===== config.mk =====
export PLATFORM = sky130hd
export DESIGN_NAME = fcsp_port
export DESIGN_NICKNAME = d
export VERILOG_FILES = /design/src/design/fcsp_pkg.sv /design/src/design/fcsp_port.sv /design/src/design/fcsp_sync.sv
export SDC_FILE = /design/constraint.sdc
export NUM_CORES = 1
export LEC_CHECK = 0
export ABC_AREA = 1
export BUFFER_PORTS_ARGS = -buffer_cell sky130_fd_sc_hd__clkbuf_2
export CORE_MARGIN = 2
export CORE_UTILIZATION = 64
export CTS_BUF_LIST = sky130_fd_sc_hd__clkbuf_4
export CTS_CLUSTER_SIZE = 30
export DETAILED_ROUTE_END_ITERATION = 16
export PLACE_DENSITY = 0.86
export SLEW_MARGIN = 10
export SYNTH_ARGS = -nofsm -noshare
export SYNTH_HDL_FRONTEND = slang
export SYNTH_SLANG_ARGS = --single-unit

===== constraint.sdc =====
create_clock -name i_mclk -period 2.4 [get_ports i_mclk]
set_input_delay 0.12 -clock i_mclk [delete_from_list [all_inputs] [get_ports i_mclk]]
set_output_delay 0.12 -clock i_mclk [all_outputs]
set_load 0.03 [all_outputs]

===== src/design/fcsp_pkg.sv =====
// package for the filter corner serial port
// assumes a 100 MHz system clock that oversamples the host serial clock
package fcsp_pkg;
   localparam int FCSP_CODE_W = 5;
   localparam logic [4:0] FCSP_CODE_RST = 5'h00;
   localparam logic [4:0] FCSP_CODE_MAX = 5'h1D;
   localparam logic [4:0] FCSP_BIT_CNT = 5'h05;
   localparam int FCSP_SYNC_STAGES = 2;

   typedef enum logic [1:0]
   {
      FCSP_IDLE = 2'b00,
      FCSP_DIR = 2'b01,
      FCSP_WRITE = 2'b10,
      FCSP_READ = 2'b11
   } fcsp_state_t;
endpackage


===== src/design/fcsp_port.sv =====
// serial port holding the shared filter corner-frequency code
// assumes host drives serial clock, data and frame select; all pins are asynchronous
`timescale 1ns/100ps
`default_nettype none

module fcsp_port
   import fcsp_pkg::*;
(
   // clock and reset
   input wire logic i_mclk,
   input wire logic i_rst_b,
   // serial pins
   input wire logic i_serial_clk,
   input wire logic i_serial_data,
   input wire logic i_frame_select_n,
   output logic o_serial_readback_out,
   // filter control
   output logic [FCSP_CODE_W-1:0] o_filter_corner_code,
   output logic [FCSP_CODE_W-1:0] o_corner_mhz
);
   ////////////////////////////////////////////////////////////////////////////
   // pin synchronisation
   logic [2:0] pins_sync;
   logic sclk_s;
   logic sdata_s;
   logic fsel_n_s;
   logic sclk_prev_reg;
   logic fsel_n_prev_reg;

   // frame select passes inverted so the synchroniser's reset value of zero
   // reads as an idle frame; otherwise a false frame opens after every reset
   fcsp_sync #(.WIDTH(3)) u_sync
   (
      .i_mclk(i_mclk),
      .i_rst_b(i_rst_b),
      .i_async({i_serial_clk, i_serial_data, ~i_frame_select_n}),
      .o_sync(pins_sync)
   );

   assign sclk_s = pins_sync[2];
   assign sdata_s = pins_sync[1];
   assign fsel_n_s = ~pins_sync[0];

   ////////////////////////////////////////////////////////////////////////////
   // edge decode
   wire sclk_rise = sclk_s & ~sclk_prev_reg;
   wire sclk_fall = ~sclk_s & sclk_prev_reg;
   wire frame_end = fsel_n_s & ~fsel_n_prev_reg;
   wire frame_active = ~fsel_n_s;

   function automatic logic [4:0] fcsp_corner(input logic [4:0] code);
      fcsp_corner = (code > FCSP_CODE_MAX) ? FCSP_CODE_MAX + 5'h01 : code + 5'h01;
   endfunction

   ////////////////////////////////////////////////////////////////////////////
   // state
   fcsp_state_t state_reg;
   fcsp_state_t state_next;
   logic [4:0] shift_reg;
   logic [4:0] shift_next;
   logic [4:0] cnt_reg;
   logic [4:0] cnt_next;
   logic [4:0] code_reg;
   logic [4:0] code_next;
   logic out_reg;
   logic out_next;

   ////////////////////////////////////////////////////////////////////////////
   // transfer decode
   wire bits_left = (cnt_reg < FCSP_BIT_CNT);
   wire dir_take = (state_reg == FCSP_DIR) & sclk_rise;
   wire write_take = (state_reg == FCSP_WRITE) & sclk_rise & bits_left;
   wire read_take = (state_reg == FCSP_READ) & sclk_fall & bits_left;
   // only a write with all five bits in counts; a cut frame leaves the code alone
   wire write_done = frame_end & (state_reg == FCSP_WRITE) & (cnt_reg == FCSP_BIT_CNT);

   ////////////////////////////////////////////////////////////////////////////
   // next state
   always_comb
   begin
      state_next = state_reg;
      shift_next = shift_reg;
      cnt_next = cnt_reg;
      code_next = code_reg;
      out_next = out_reg;
      if (!frame_active)
      begin
         if (write_done)
            code_next = shift_reg;
         state_next = FCSP_IDLE;
         cnt_next = 5'h00;
      end
      else
      begin
         unique case (state_reg)
            FCSP_IDLE:
               state_next = FCSP_DIR;
            FCSP_DIR:
               if (dir_take)
               begin
                  state_next = sdata_s ? FCSP_WRITE : FCSP_READ;
                  shift_next = code_reg;
                  cnt_next = 5'h00;
               end
            FCSP_WRITE:
               if (write_take)
               begin
                  shift_next = {sdata_s, shift_reg[4:1]};
                  cnt_next = cnt_reg + 5'h01;
               end
            FCSP_READ:
               if (read_take)
               begin
                  out_next = shift_reg[0];
                  shift_next = {1'b0, shift_reg[4:1]};
                  cnt_next = cnt_reg + 5'h01;
               end
         endcase
      end
   end

   ////////////////////////////////////////////////////////////////////////////
   // registers
   always_ff @(posedge i_mclk)
   begin
      if (!i_rst_b)
      begin
         state_reg <= FCSP_IDLE;
      end
      else
      begin
         state_reg <= state_next;
      end
   end

   always_ff @(posedge i_mclk)
   begin
      if (!i_rst_b)
      begin
         shift_reg <= 5'h00;
      end
      else
      begin
         shift_reg <= shift_next;
      end
   end

   always_ff @(posedge i_mclk)
   begin
      if (!i_rst_b)
      begin
         cnt_reg <= 5'h00;
      end
      else
      begin
         cnt_reg <= cnt_next;
      end
   end

   always_ff @(posedge i_mclk)
   begin
      if (!i_rst_b)
      begin
         code_reg <= FCSP_CODE_RST;
      end
      else
      begin
         code_reg <= code_next;
      end
   end

   always_ff @(posedge i_mclk)
   begin
      if (!i_rst_b)
      begin
         out_reg <= 1'b0;
      end
      else
      begin
         out_reg <= out_next;
      end
   end

   // history starts at the pins' idle levels so no false edge follows reset
   always_ff @(posedge i_mclk)
   begin
      if (!i_rst_b)
      begin
         sclk_prev_reg <= 1'b0;
         fsel_n_prev_reg <= 1'b1;
      end
      else
      begin
         sclk_prev_reg <= sclk_s;
         fsel_n_prev_reg <= fsel_n_s;
      end
   end

   // corner follows code_next so code and corner move on the same edge
   always_ff @(posedge i_mclk)
   begin
      if (!i_rst_b)
      begin
         o_corner_mhz <= fcsp_corner(FCSP_CODE_RST);
      end
      else
      begin
         o_corner_mhz <= fcsp_corner(code_next);
      end
   end

   ////////////////////////////////////////////////////////////////////////////
   // outputs
   assign o_filter_corner_code = code_reg;
   // readback is always driven; the host samples it in every transfer, but the bench checks it only after a read
   assign o_serial_readback_out = out_reg;
endmodule // fcsp_port
`default_nettype wire


===== src/design/fcsp_sync.sv =====
// two flip-flop synchroniser for a bundle of pin inputs
// assumes the inputs are asynchronous to i_mclk
`timescale 1ns/100ps
`default_nettype none
module fcsp_sync
#(
   parameter int WIDTH = 3
)
(
   // clock and reset
   input wire logic i_mclk,
   input wire logic i_rst_b,
   // pins
   input wire logic [WIDTH-1:0] i_async,
   output logic [WIDTH-1:0] o_sync
);
   logic [WIDTH-1:0] stage1_reg;

   always_ff @(posedge i_mclk)
   begin
      if (!i_rst_b)
      begin
         stage1_reg <= '0;
         o_sync <= '0;
      end
      else
      begin
         stage1_reg <= i_async;
         o_sync <= stage1_reg;
      end
   end
endmodule // fcsp_sync
`default_nettype wire


# Yosys cells after proc, flatten, opt, wreduce, memory -nomap -nowiden
# Cells that the tools add are included.
[op_classes]
addsub = 2
n_mul = 0
n_div = 0
magnitude_cmp = 2
eq_ne = 7
shifts = 0
muxes = 14
n_bitwise = 15
n_reduce_logical = 8
[ops]
columns = ["cell", "count"]
rows = [
  ["5-bit 2-to-1 mux", 9],
  ["5-bit case mux with 3 select lines", 2],
  ["5-bit by 1-bit adder with 5-bit output, second input constant", 2],
  ["1-bit bitwise AND", 10],
  ["2-bit inequality test, second input constant", 3],
  ["5-bit by 3-bit == test with 1-bit output, second input constant", 1],
  ["5-bit greater-than comparator, second input constant", 1],
  ["5-bit by 3-bit < comparator with 1-bit output, second input constant", 1],
  ["1-bit inverter", 5],
  ["5-bit AND reduction", 1],
  ["2-bit == test, second input constant", 2],
  ["2-bit case mux with 2 select lines", 1],
  ["2-bit AND reduction", 2],
  ["4-bit AND reduction", 1],
  ["3-bit AND reduction", 1],
  ["3-bit nonzero test", 1],
  ["2-bit by 1-bit == test with 1-bit output, second input constant", 1],
  ["2-bit logical NOT", 1],
  ["2-bit 2-to-1 mux", 1],
  ["2-bit nonzero test", 1],
  ["1-bit 2-to-1 mux", 1],
]
[word_totals]
regBits = 31
latch_bits = 0
ramBits = 0
rom_bits = 0
input_bits = 5
output_inout_bits = 11
n_memories = 0

# Logic depth before layout (Yosys ltp)
# Gate-level depths: netlist (run 1).
[depth]
depth_word = 8
mapped_depth = 13
ltp_nobuf = 13

# By module
# Synthesis (run 1) repeated with hierarchy kept, for this count alone.
[unflattened]
hier_cells = 196
area_unflattened_um2 = 1475.2
[modules_own_cells]
columns = ["mod", "instances", "cells_each", "area_each_um2"]
rows = [
  ["fcsp_port", 1, 178, 1310.0],
  ["fcsp_sync", 1, 18, 165.2],
]

# Worst setup path before layout (run 1)
# OpenSTA, ideal clock, no wires.
[synth_timing]
path_type = "flip-flop to flip-flop"
from = "register state_reg[0]"
to = "register o_corner_mhz[3]"
setup_time_ps = 56
arrival_time_ps = 1605
required_ps = 2344
slack_ps = 739
stages_incl_launch_ff = 14
path_buffers = 0
path_cell_list = "dfxtp_1 -> inv_1 -> ha_1 -> nand2_1 -> nor2_1 -> nand2_2 -> nand2_1 -> nand2_1 -> ha_1 -> nor2_2 -> nand3_2 -> nand3_1 -> nand2_1 -> inv_1"
[synth_between]
elab_chain_len = 7
word_cells_on_any_way = 8
[synth_rtl]
columns = ["item", "line_no", "source"]
rows = [
  ["from (decl)", "fcsp_port.sv:57", "fcsp_state_t state_reg;"],
  ["from (signal assigned)", "fcsp_port.sv:132", "state_reg <= state_next;"],
  ["2-bit == test *", "fcsp_port.sv:75", "wire write_done = frame_end & (state_reg == FCSP_WRITE) & (cnt_reg == FCSP_BIT_CNT);"],
  ["1-bit bitwise AND * (2 in a row)", "fcsp_port.sv:75", ""],
  ["5-bit 2-to-1 mux *", "fcsp_port.sv:88", "if (write_done)"],
  ["5-bit 2-to-1 mux *", "fcsp_port.sv:86", "if (!frame_active)"],
  ["via code_next[0]", "fcsp_port.sv:64", "logic [4:0] code_next;"],
  ["5-bit by 1-bit adder with 5-bit output or 5-bit greater-than comparator (tied branches)", "fcsp_port.sv:52", "fcsp_corner = (code > FCSP_CODE_MAX) ? FCSP_CODE_MAX + 5'h01 : code + 5'h01;"],
  ["5-bit 2-to-1 mux *", "fcsp_port.sv:52", ""],
  ["to (signal assigned)", "fcsp_port.sv:204", "o_corner_mhz <= fcsp_corner(FCSP_CODE_RST);"],
  ["to (signal assigned)", "fcsp_port.sv:208", "o_corner_mhz <= fcsp_corner(code_next);"],
  ["to (decl)", "fcsp_port.sv:19", "output logic [FCSP_CODE_W-1:0] o_corner_mhz"],
]
# Mark *: on every way through the listed nets, which the timed path passes. The rest lies on a longest branch.
# A chain may end at the register's enable or synchronous reset.

# Worst setup path after layout (run 1)
# Same ends and word-level chain as after synthesis.

==> results of run 1 <==
==> layout make-up <==
cell class / count / share of cell area
flip-flops and latches: 31 / 0.382
well taps: 28 / 0.0216
clock buffers: 6 / 0.0277
multi-input cells: 131 / 0.423
repair buffers: 18 / 0.0647
clock inverters: 2 / 0.00462
inverters: 33 / 0.0763
==> power breakdown <==
part,switching (mW),internal [mW],leakage (nW)
Sequential,0.00474,0.520,0.251
Combinational,0.0158,0.00994,0.456
Clock,0.179,0.119,0.0307
==> per-layer routing <==
metal	GRT usage	vias to the layer above	wire [um]
met2	0.443	42	1580
met1	0.301	614	1330
met3	0.103	19	168
met4	0.167	0	123
met5	0	-	0
li1	-	665	-
==> kinds of logic after synthesis <==
group | count (synthesis) | share of synthesized area
AOI/OAI and AO/OA | 26 | 0.0947
xor gates and xnor gates | 1 | 0.00597
adders and majority gates | 8 | 0.0683
buffers and inverters | 38 | 0.108
DFF | 31 | 0.423
and+or+nand+nor | 96 | 0.300
==> per-stage QoR <==
step                      hold WS, ns  instance area [sq um]  instances
final                           0.108                   1620        249
after CTS                       0.105                   1620        249
after floorplan                 0.192                   1470        200
after global placement          0.278                   1540        238
after detailed placement        0.279                   1540        238
after global routing            0.119                   1620        249
==> layout by cell type, fill, tap and decap left out, types with 3 or more instances in the layout <==
| cell | instances |
|---|---|
| sky130_fd_sc_hd__nor3_1 | 3 |
| sky130_fd_sc_hd__clkbuf_2 | 15 |
| sky130_fd_sc_hd__inv_1 | 32 |
| sky130_fd_sc_hd__nor2_2 | 3 |
| sky130_fd_sc_hd__a21oi_1 | 13 |
| sky130_fd_sc_hd__dfxtp_1 | 31 |
| sky130_fd_sc_hd__nand2_2 | 6 |
| sky130_fd_sc_hd__clkbuf_4 | 6 |
| sky130_fd_sc_hd__dlygate4sd3_1 | 3 |
| sky130_fd_sc_hd__ha_1 | 8 |
| sky130_fd_sc_hd__nor2_1 | 14 |
| sky130_fd_sc_hd__nand3_1 | 18 |
| sky130_fd_sc_hd__nand2_1 | 46 |
| sky130_fd_sc_hd__o21ai_0 | 9 |
==> critical path, delay by kind of cell, from the launching register on <==
| family | cells | cell delay, ns |
|---|---|---|
| adders and majority gates | 2 | 0.45 |
| buffers and inverters | 2 | 0.16 |
| DFF | 1 | 0.35 |
| and+or+nand+nor | 9 | 1.00 |
==> worst min path at each step <==
stage	endpoint	slack [ns]	cells past startpoint
3_3_place_gp	u_sync.stage1_reg[0]	0.28	2
6_report	u_sync.stage1_reg[1]	0.11	3
2_1_floorplan	u_sync.stage1_reg[0]	0.19	1
3_5_place_dp	u_sync.stage1_reg[0]	0.28	2
5_1_grt	u_sync.o_sync[0]	0.12	3
4_1_cts	u_sync.stage1_reg[2]	0.11	3
==> qor.tcl, run 1 <==
set qor(start_kind) {flip-flop}
set qor(grt_start_max_net_pins) 14
set qor(cts.reportedPaths.clkPinSlew_ns) 0.10
set qor(fin_nets) 233
set qor(post_synth_design_cell_area_sq_um) 1470
set qor(rsz0062_at_grt) {no}
set qor(post_synth.cell_area_avg_sq_um) 7.33
set qor(hpwl_um) 2240
set qor(status) {completed}
set qor(post_route_cells_drive_above_1_share) 0.158
set qor(grt_antenna_before_repair) 0
set qor(total_power_uw) 849
set qor(critical_path.most_common_cell) {sky130_fd_sc_hd__nand2_1}
set qor(min_period_ns) 2.02
set qor(cts-root-buf) {sky130_fd_sc_hd__clkbuf_4}
set qor(fin_skew_ns) 0.0133
set qor(port_buffers) 15
set qor(timing.setup.critical_path_class) {reg -> reg}
set qor(clock_latency_late_sink_ns) 0.35
set qor(yosys_warnings) 0
set qor(first_pass_iters) 5
set qor(pre_cts_ws_ns) 0.508
set qor(synth_largest_area_cell) {sky130_fd_sc_hd__dfxtp_1}
set qor(initial_utilization) 0.669
set qor(synth.top_cells.by_area) {sky130_fd_sc_hd__dfxtp_1 (42%), sky130_fd_sc_hd__nand2_1 (12%), sky130_fd_sc_hd__inv_1 (8.2%), sky130_fd_sc_hd__ha_1 (6.8%), sky130_fd_sc_hd__nand3_1 (6.1%)}
set qor(synth_async_sr_flop_share) 0
set qor(timing.rr.start) {state_reg[0]}
set qor(cp_cell_sequence) {inv_1 -> ha_1 -> nand2_1 -> nor2_1 -> nand2_2 -> nand2_1 -> nand2_1 -> ha_1 -> nor2_2 -> nand3_2 -> nand3_1 -> nand2_1 -> inv_1}
set qor(dieArea_sq_um) 2690
set qor(num_clock_sinks) 31
set qor(power_leakage_nw) 0.738
set qor(remaining_drc_errors) 0
set qor(grt_remaining_overflow) 0
set qor(numCtsBuffers) 5
set qor(num_rows) 17
set qor(slowest_delay_ns) 0.35
set qor(netlist_instances) 200
set qor(ir_drop_uv) 435
set qor(cts_tree) {built}
set qor(drv.max_cap_violation_count) 0
set qor(route.vias.total) 1340
set qor(mappedNetlistNets) 213
set qor(timing.critical_path.slowest_stage_cell) {sky130_fd_sc_hd__dfxtp_1}
set qor(seq_area_frac_synth) 0.423
set qor(worstHoldStart) {i_rst_b}
set qor(gp_weighted_congestion) 0.952
set qor(worst_setup_path_endpoint) {o_corner_mhz[3]}
set qor(via_count_of_the_first_global_routing_pass) 1277
set qor(yosys_register_bits) 31
set qor(grt_use_total) 0.274
set qor(post-route-period-util) 0.840
set qor(worst-r2r-cell-count) 13
set qor(area_delta_synth_final_pct) 10.8
set qor(grt_pass1_wl_um) 5240
set qor(hold_viol) 0
set qor(detail_route.iter0.violations) 38
set qor(synth_common_cells) {sky130_fd_sc_hd__nand2_1 (46), sky130_fd_sc_hd__inv_1 (32), sky130_fd_sc_hd__dfxtp_1 (31)}
set qor(synthDominantCellAreaShare) 0.423
set qor(cts_hold_buf) 3
set qor(timing.critical_path.from) {state_reg[0]}
set qor(setup_violations_final) 0
set qor(ant_nets) 0
set qor(timing.critical_path.required_ns) 2.70
set qor(regToRegEndpoint) {o_corner_mhz[3]}
set qor(synth_most_common_cell) {sky130_fd_sc_hd__nand2_1}
set qor(worst-slew-pin-transition_ns) 0.636
set qor(ys_dominant_reg_cell) {sky130_fd_sc_hd__dfxtp_1}
set qor(htree_levels) 2
set qor(ff_latch_area_sq_um) 621
set qor(timing.setup.tns_ns) 0
set qor(critPathCaptureType) {flip-flop}
set qor(vertical_die_dimension_um) 51.9
set qor(yosys.cell_types.count) 25
set qor(finalMaxSlewViolations) 0
set qor(worst_hold_path_type) {in -> reg}
set qor(cts_resized) 0
set qor(finalWorstSetupSlack_ns) 0.383
set qor(synth_edf_count) 0
set qor(multi_input_area_sq_um) 687
set qor(power.density_nw_per_um2) 523
set qor(reg2reg_slack_ns) 0.38
set qor(utilization_of_the_core_after_routing) 0.741
set qor(postCtsSetupBuffers) 0
set qor(clock_tree.buffer_depth) 2
set qor(max_freq_mhz) 496
set qor(viasPerCell) 5.38
set qor(placeableCoreArea_sq_um) 2190
set qor(die_x_um) 51.9
set qor(filler_cell_count) 173
set qor(worst-endpoint-arrival_ns) 2.31
set qor(finalWirelength_um) 3210
set qor(antennaDiodeCount) 0
set qor(routed_wire_length_per_instance_um) 12.9
set qor(top_level_ports) 16
set qor(slew_headroom) 0.575
set qor(critical_path_peak_fanout) 8
(Power assumes the default switching activity.)
==> run 2: changes to the inputs <==
--- a/config.mk
+++ b/config.mk
@@ -8,11 +8,11 @@
 export ABC_AREA = 1
 export BUFFER_PORTS_ARGS = -buffer_cell sky130_fd_sc_hd__clkbuf_2
 export CORE_MARGIN = 2
-export CORE_UTILIZATION = 64
+export CORE_UTILIZATION = 60
 export CTS_BUF_LIST = sky130_fd_sc_hd__clkbuf_4
 export CTS_CLUSTER_SIZE = 30
 export DETAILED_ROUTE_END_ITERATION = 16
-export PLACE_DENSITY = 0.86
+export PLACE_DENSITY = 0.81
 export SLEW_MARGIN = 10
 export SYNTH_ARGS = -nofsm -noshare
 export SYNTH_HDL_FRONTEND = slang
==> constraint.sdc (replaced) <==
create_clock -name i_mclk -period 1.92 [get_ports i_mclk]
set_input_delay 0.096 -clock i_mclk [delete_from_list [all_inputs] [get_ports i_mclk]]
set_output_delay 0.096 -clock i_mclk [all_outputs]
set_load 0.03 [all_outputs]
==> run 2 against run 1 <==
Effect of this change:
- sequential share of layout area shrank 1.0 points
- hold slack lost 0.0086 ns
- setup slack lost 0.26 ns
- total power is 25% higher
- critical endpoint is now o_corner_mhz[2]
- largest cell class unchanged
==> qor.tcl, run 2 (synthesis results as in run 1) <==
set qor(hold_viol) 0 ;# unchanged
set qor(status) {completed} ;# unchanged
set qor(worst-endpoint-arrival_ns) 2.00 ;# was 2.31 ns
set qor(placeableCoreArea_sq_um) 2250 ;# was 2190 sq um
set qor(top_level_ports) 16 ;# unchanged
set qor(initial_utilization) 0.650 ;# was 0.669
set qor(finalMaxSlewViolations) 0 ;# unchanged
set qor(sequentialPowerShare) 0.617 ;# was 0.618
set qor(grt_use_total) 0.246 ;# was 0.274
set qor(die_x_um) 53.4 ;# was 51.9 um
set qor(slowest_delay_ns) 0.41 ;# was 0.35 ns
set qor(max_freq_mhz) 555 ;# was 496 MHz
set qor(clock_tree.buffer_depth) 2 ;# unchanged
set qor(routed_wire_length_per_instance_um) 12.4 ;# was 12.9 um
set qor(power.density_nw_per_um2) 634 ;# was 523 nW/um^2
set qor(worst-r2r-cell-count) 8 ;# was 13
set qor(finalWirelength_um) 3140 ;# was 3210 um
set qor(worst-slew-pin-transition_ns) 0.414 ;# was 0.636 ns
set qor(hold_end) {u_sync.stage1_reg[2]} ;# was u_sync.stage1_reg[1]
set qor(cp_cell_sequence) {ha_1 -> nand2_2 -> nor2_2 -> nand3_1 -> nand2_2 -> ha_2 -> xor2_1 -> a21oi_1} ;# was inv_1 -> ha_1 -> nand2_1 -> nor2_1 -> nand2_2 -> nand2_1 -> nand2_1 -> ha_1 -> nor2_2 -> nand3_2 -> nand3_1 -> nand2_1 -> inv_1
set qor(num_clock_sinks) 31 ;# unchanged
set qor(via_count_of_the_first_global_routing_pass) 1165 ;# was 1277
set qor(num_rows) 17 ;# unchanged
set qor(critical_path_peak_fanout) 8 ;# unchanged
set qor(remaining_drc_errors) 0 ;# unchanged
set qor(post_route_cells_drive_above_1_share) 0.217 ;# was 0.158
set qor(reg2reg_slack_ns) 0.12 ;# was 0.38 ns
set qor(netSwitchingPower_uw) 244 ;# was 200 uW
set qor(cts.reportedPaths.clkPinSlew_ns) 0.10 ;# about the same
set qor(grt_pass1_wl_um) 4930 ;# was 5240 um
set qor(grt_antenna_before_repair) 0 ;# unchanged
set qor(slew_headroom) 0.723 ;# was 0.575
set qor(start_kind) {flip-flop} ;# unchanged
set qor(cts-root-buf) {sky130_fd_sc_hd__clkbuf_4} ;# unchanged
set qor(fin_nets) 238 ;# was 233
set qor(critical_path.most_common_cell) {sky130_fd_sc_hd__nand2_2} ;# was sky130_fd_sc_hd__nand2_1
set qor(grt_remaining_overflow) 0 ;# unchanged
set qor(clock_latency_late_sink_ns) 0.32 ;# was 0.35 ns
set qor(grt_busiest_layer) {met2} ;# unchanged
set qor(htree_levels) 2 ;# unchanged
set qor(cts_tree) {built} ;# unchanged
set qor(numCtsBuffers) 5 ;# unchanged
set qor(grt_start_max_net_pins) 14 ;# unchanged
set qor(holdPathStages) 3 ;# unchanged
set qor(met2_usage) 0.420 ;# was 0.443
set qor(power_report.internal_total_uw) 819 ;# was 650 uW
set qor(timing.setup.tns_ns) 0 ;# unchanged
set qor(area_delta_synth_final_pct) 14.3 ;# was 10.8%
set qor(timing.critical_path.slowest_stage_cell) {sky130_fd_sc_hd__dfxtp_1} ;# unchanged
set qor(first_pass_iters) 5 ;# unchanged
set qor(grt.met1_usage) 0.281 ;# was 0.301
set qor(viasPerCell) 5.17 ;# was 5.38
set qor(drv.max_cap_violation_count) 0 ;# unchanged
set qor(worst_hold_path_type) {in -> reg} ;# unchanged
set qor(ir_drop_uv) 776 ;# was 435 uV
set qor(layout_common_cells) {sky130_fd_sc_hd__nand2_1 (45), sky130_fd_sc_hd__inv_1 (30), sky130_fd_sc_hd__dfxtp_1 (29), sky130_fd_sc_hd__nand3_1 (18), sky130_fd_sc_hd__clkbuf_2 (15)} ;# was sky130_fd_sc_hd__nand2_1 (46), sky130_fd_sc_hd__inv_1 (32), sky130_fd_sc_hd__dfxtp_1 (31), sky130_fd_sc_hd__nand3_1 (18), sky130_fd_sc_hd__clkbuf_2 (15)
set qor(power_switching_share) 0.230 ;# was 0.235
set qor(finalWorstSetupSlack_ns) 0.119 ;# was 0.383 ns
set qor(fin_skew_ns) 0.00871 ;# was 0.0133 ns
set qor(min_period_ns) 1.80 ;# was 2.02 ns
set qor(most_common_cell_after_layout_fill_and_taps_aside) {sky130_fd_sc_hd__nand2_1} ;# unchanged
set qor(post-route-period-util) 0.938 ;# was 0.840
set qor(use_met3) 0.0734 ;# was 0.103
set qor(gp_weighted_congestion) 0.938 ;# was 0.952
set qor(ant_nets) 0 ;# unchanged
set qor(critPathCaptureType) {flip-flop} ;# unchanged
set qor(timing.setup.critical_path_class) {reg -> reg} ;# unchanged
set qor(port_buffers) 15 ;# unchanged
set qor(regToRegEndpoint) {o_corner_mhz[2]} ;# was o_corner_mhz[3]
set qor(antennaDiodeCount) 0 ;# unchanged
set qor(timing.rr.start) {cnt_reg[0]} ;# was state_reg[0]
set qor(power.combinational.fraction) 0.032 ;# was 0.030
set qor(setup_violations_final) 0 ;# unchanged
set qor(vertical_die_dimension_um) 53.4 ;# was 51.9 um
set qor(pre_cts_ws_ns) 0.0401 ;# was 0.508 ns
set qor(detail_route.iter0.violations) 30 ;# was 38
set qor(power_leakage_nw) 0.755 ;# was 0.738 nW
set qor(worstHoldStart) {i_rst_b} ;# unchanged
set qor(dieArea_sq_um) 2860 ;# was 2690 sq um
set qor(clock_power_share) 0.351 ;# was 0.352
set qor(hpwl_um) 2270 ;# was 2240 um
set qor(route.vias.total) 1312 ;# was 1340
set qor(timing.critical_path.required_ns) 2.12 ;# was 2.70 ns
run 2: worst max path at each step:
| stage | startpoint | to | slack (ns) | cells past startpoint |
|---|---|---|---|---|
| after CTS | state_reg[0] | o_corner_mhz[2] | 0.008 | 9 |
| after global placement | state_reg[0] | o_corner_mhz[3] | 0.17 | 13 |
| after global routing | cnt_reg[0] | o_corner_mhz[2] | -0.02 | 8 |
| after detailed placement | state_reg[0] | o_corner_mhz[2] | 0.04 | 11 |
| final | cnt_reg[0] | o_corner_mhz[2] | 0.12 | 8 |
| after floorplan | state_reg[0] | o_corner_mhz[3] | 0.26 | 13 |
run 2: power groups by stage:
stage / clock network, mW / registers (mW) / logic (mW)
after floorplan: 0 / 0.668 / 0.0235
after global placement: 0 / 0.670 / 0.0265
after detailed placement: 0 / 0.671 / 0.0281
after CTS: 0.377 / 0.656 / 0.0329
after global routing: 0.418 / 0.657 / 0.0379
final: 0.373 / 0.656 / 0.0335
run 2: final cells by class:
type / instances / area, sq um
flip-flops and latches: 31 / 623
inverters: 33 / 124
clock buffers: 6 / 45.0
multi-input cells: 131 / 694
clock inverters: 2 / 12.5
repair buffers: 23 / 143
fillers: 182 / 578
well taps: 28 / 35.0
run 2: stage by stage:
stage	total power [mW]	area [sq um]	hold WS, ns	std cells	utilization
2_1_floorplan	0.691	1470	0.168	200	-
3_3_place_gp	0.697	1560	0.254	240	0.690
3_5_place_dp	0.699	1560	0.259	240	0.690
4_1_cts	1.07	1640	0.0946	251	0.729
5_1_grt	1.11	1680	0.0996	254	0.744
6_report	1.06	1680	0.0991	254	0.744
run 2: metal layers:
metal,routed length (um),vias up,part of all wire
li1,-,676,-
met3,111,6,0.035
met2,1600,33,0.51
met4,37,0,0.012
met5,0,-,0
met1,1390,597,0.44
run 2: what timing repair did:
item,CTS,global route
setup endpoints to repair,0,11
buffers inserted,0,3
hold buffers,3,0
endpoints found under the hold margin,3,0
gates resized for setup,0,7
run 2: worst max-delay path: cells and delay by family (launching register included):
| family | cells | cell delay [ns] |
|---|---|---|
| XOR/XNOR | 1 | 0.17 |
| flip-flops | 1 | 0.41 |
| AO/OA/AOI/OAI | 1 | 0.09 |
| AND/OR/NAND/NOR | 4 | 0.61 |
| adder cells (fa/ha/maj) | 2 | 0.39 |
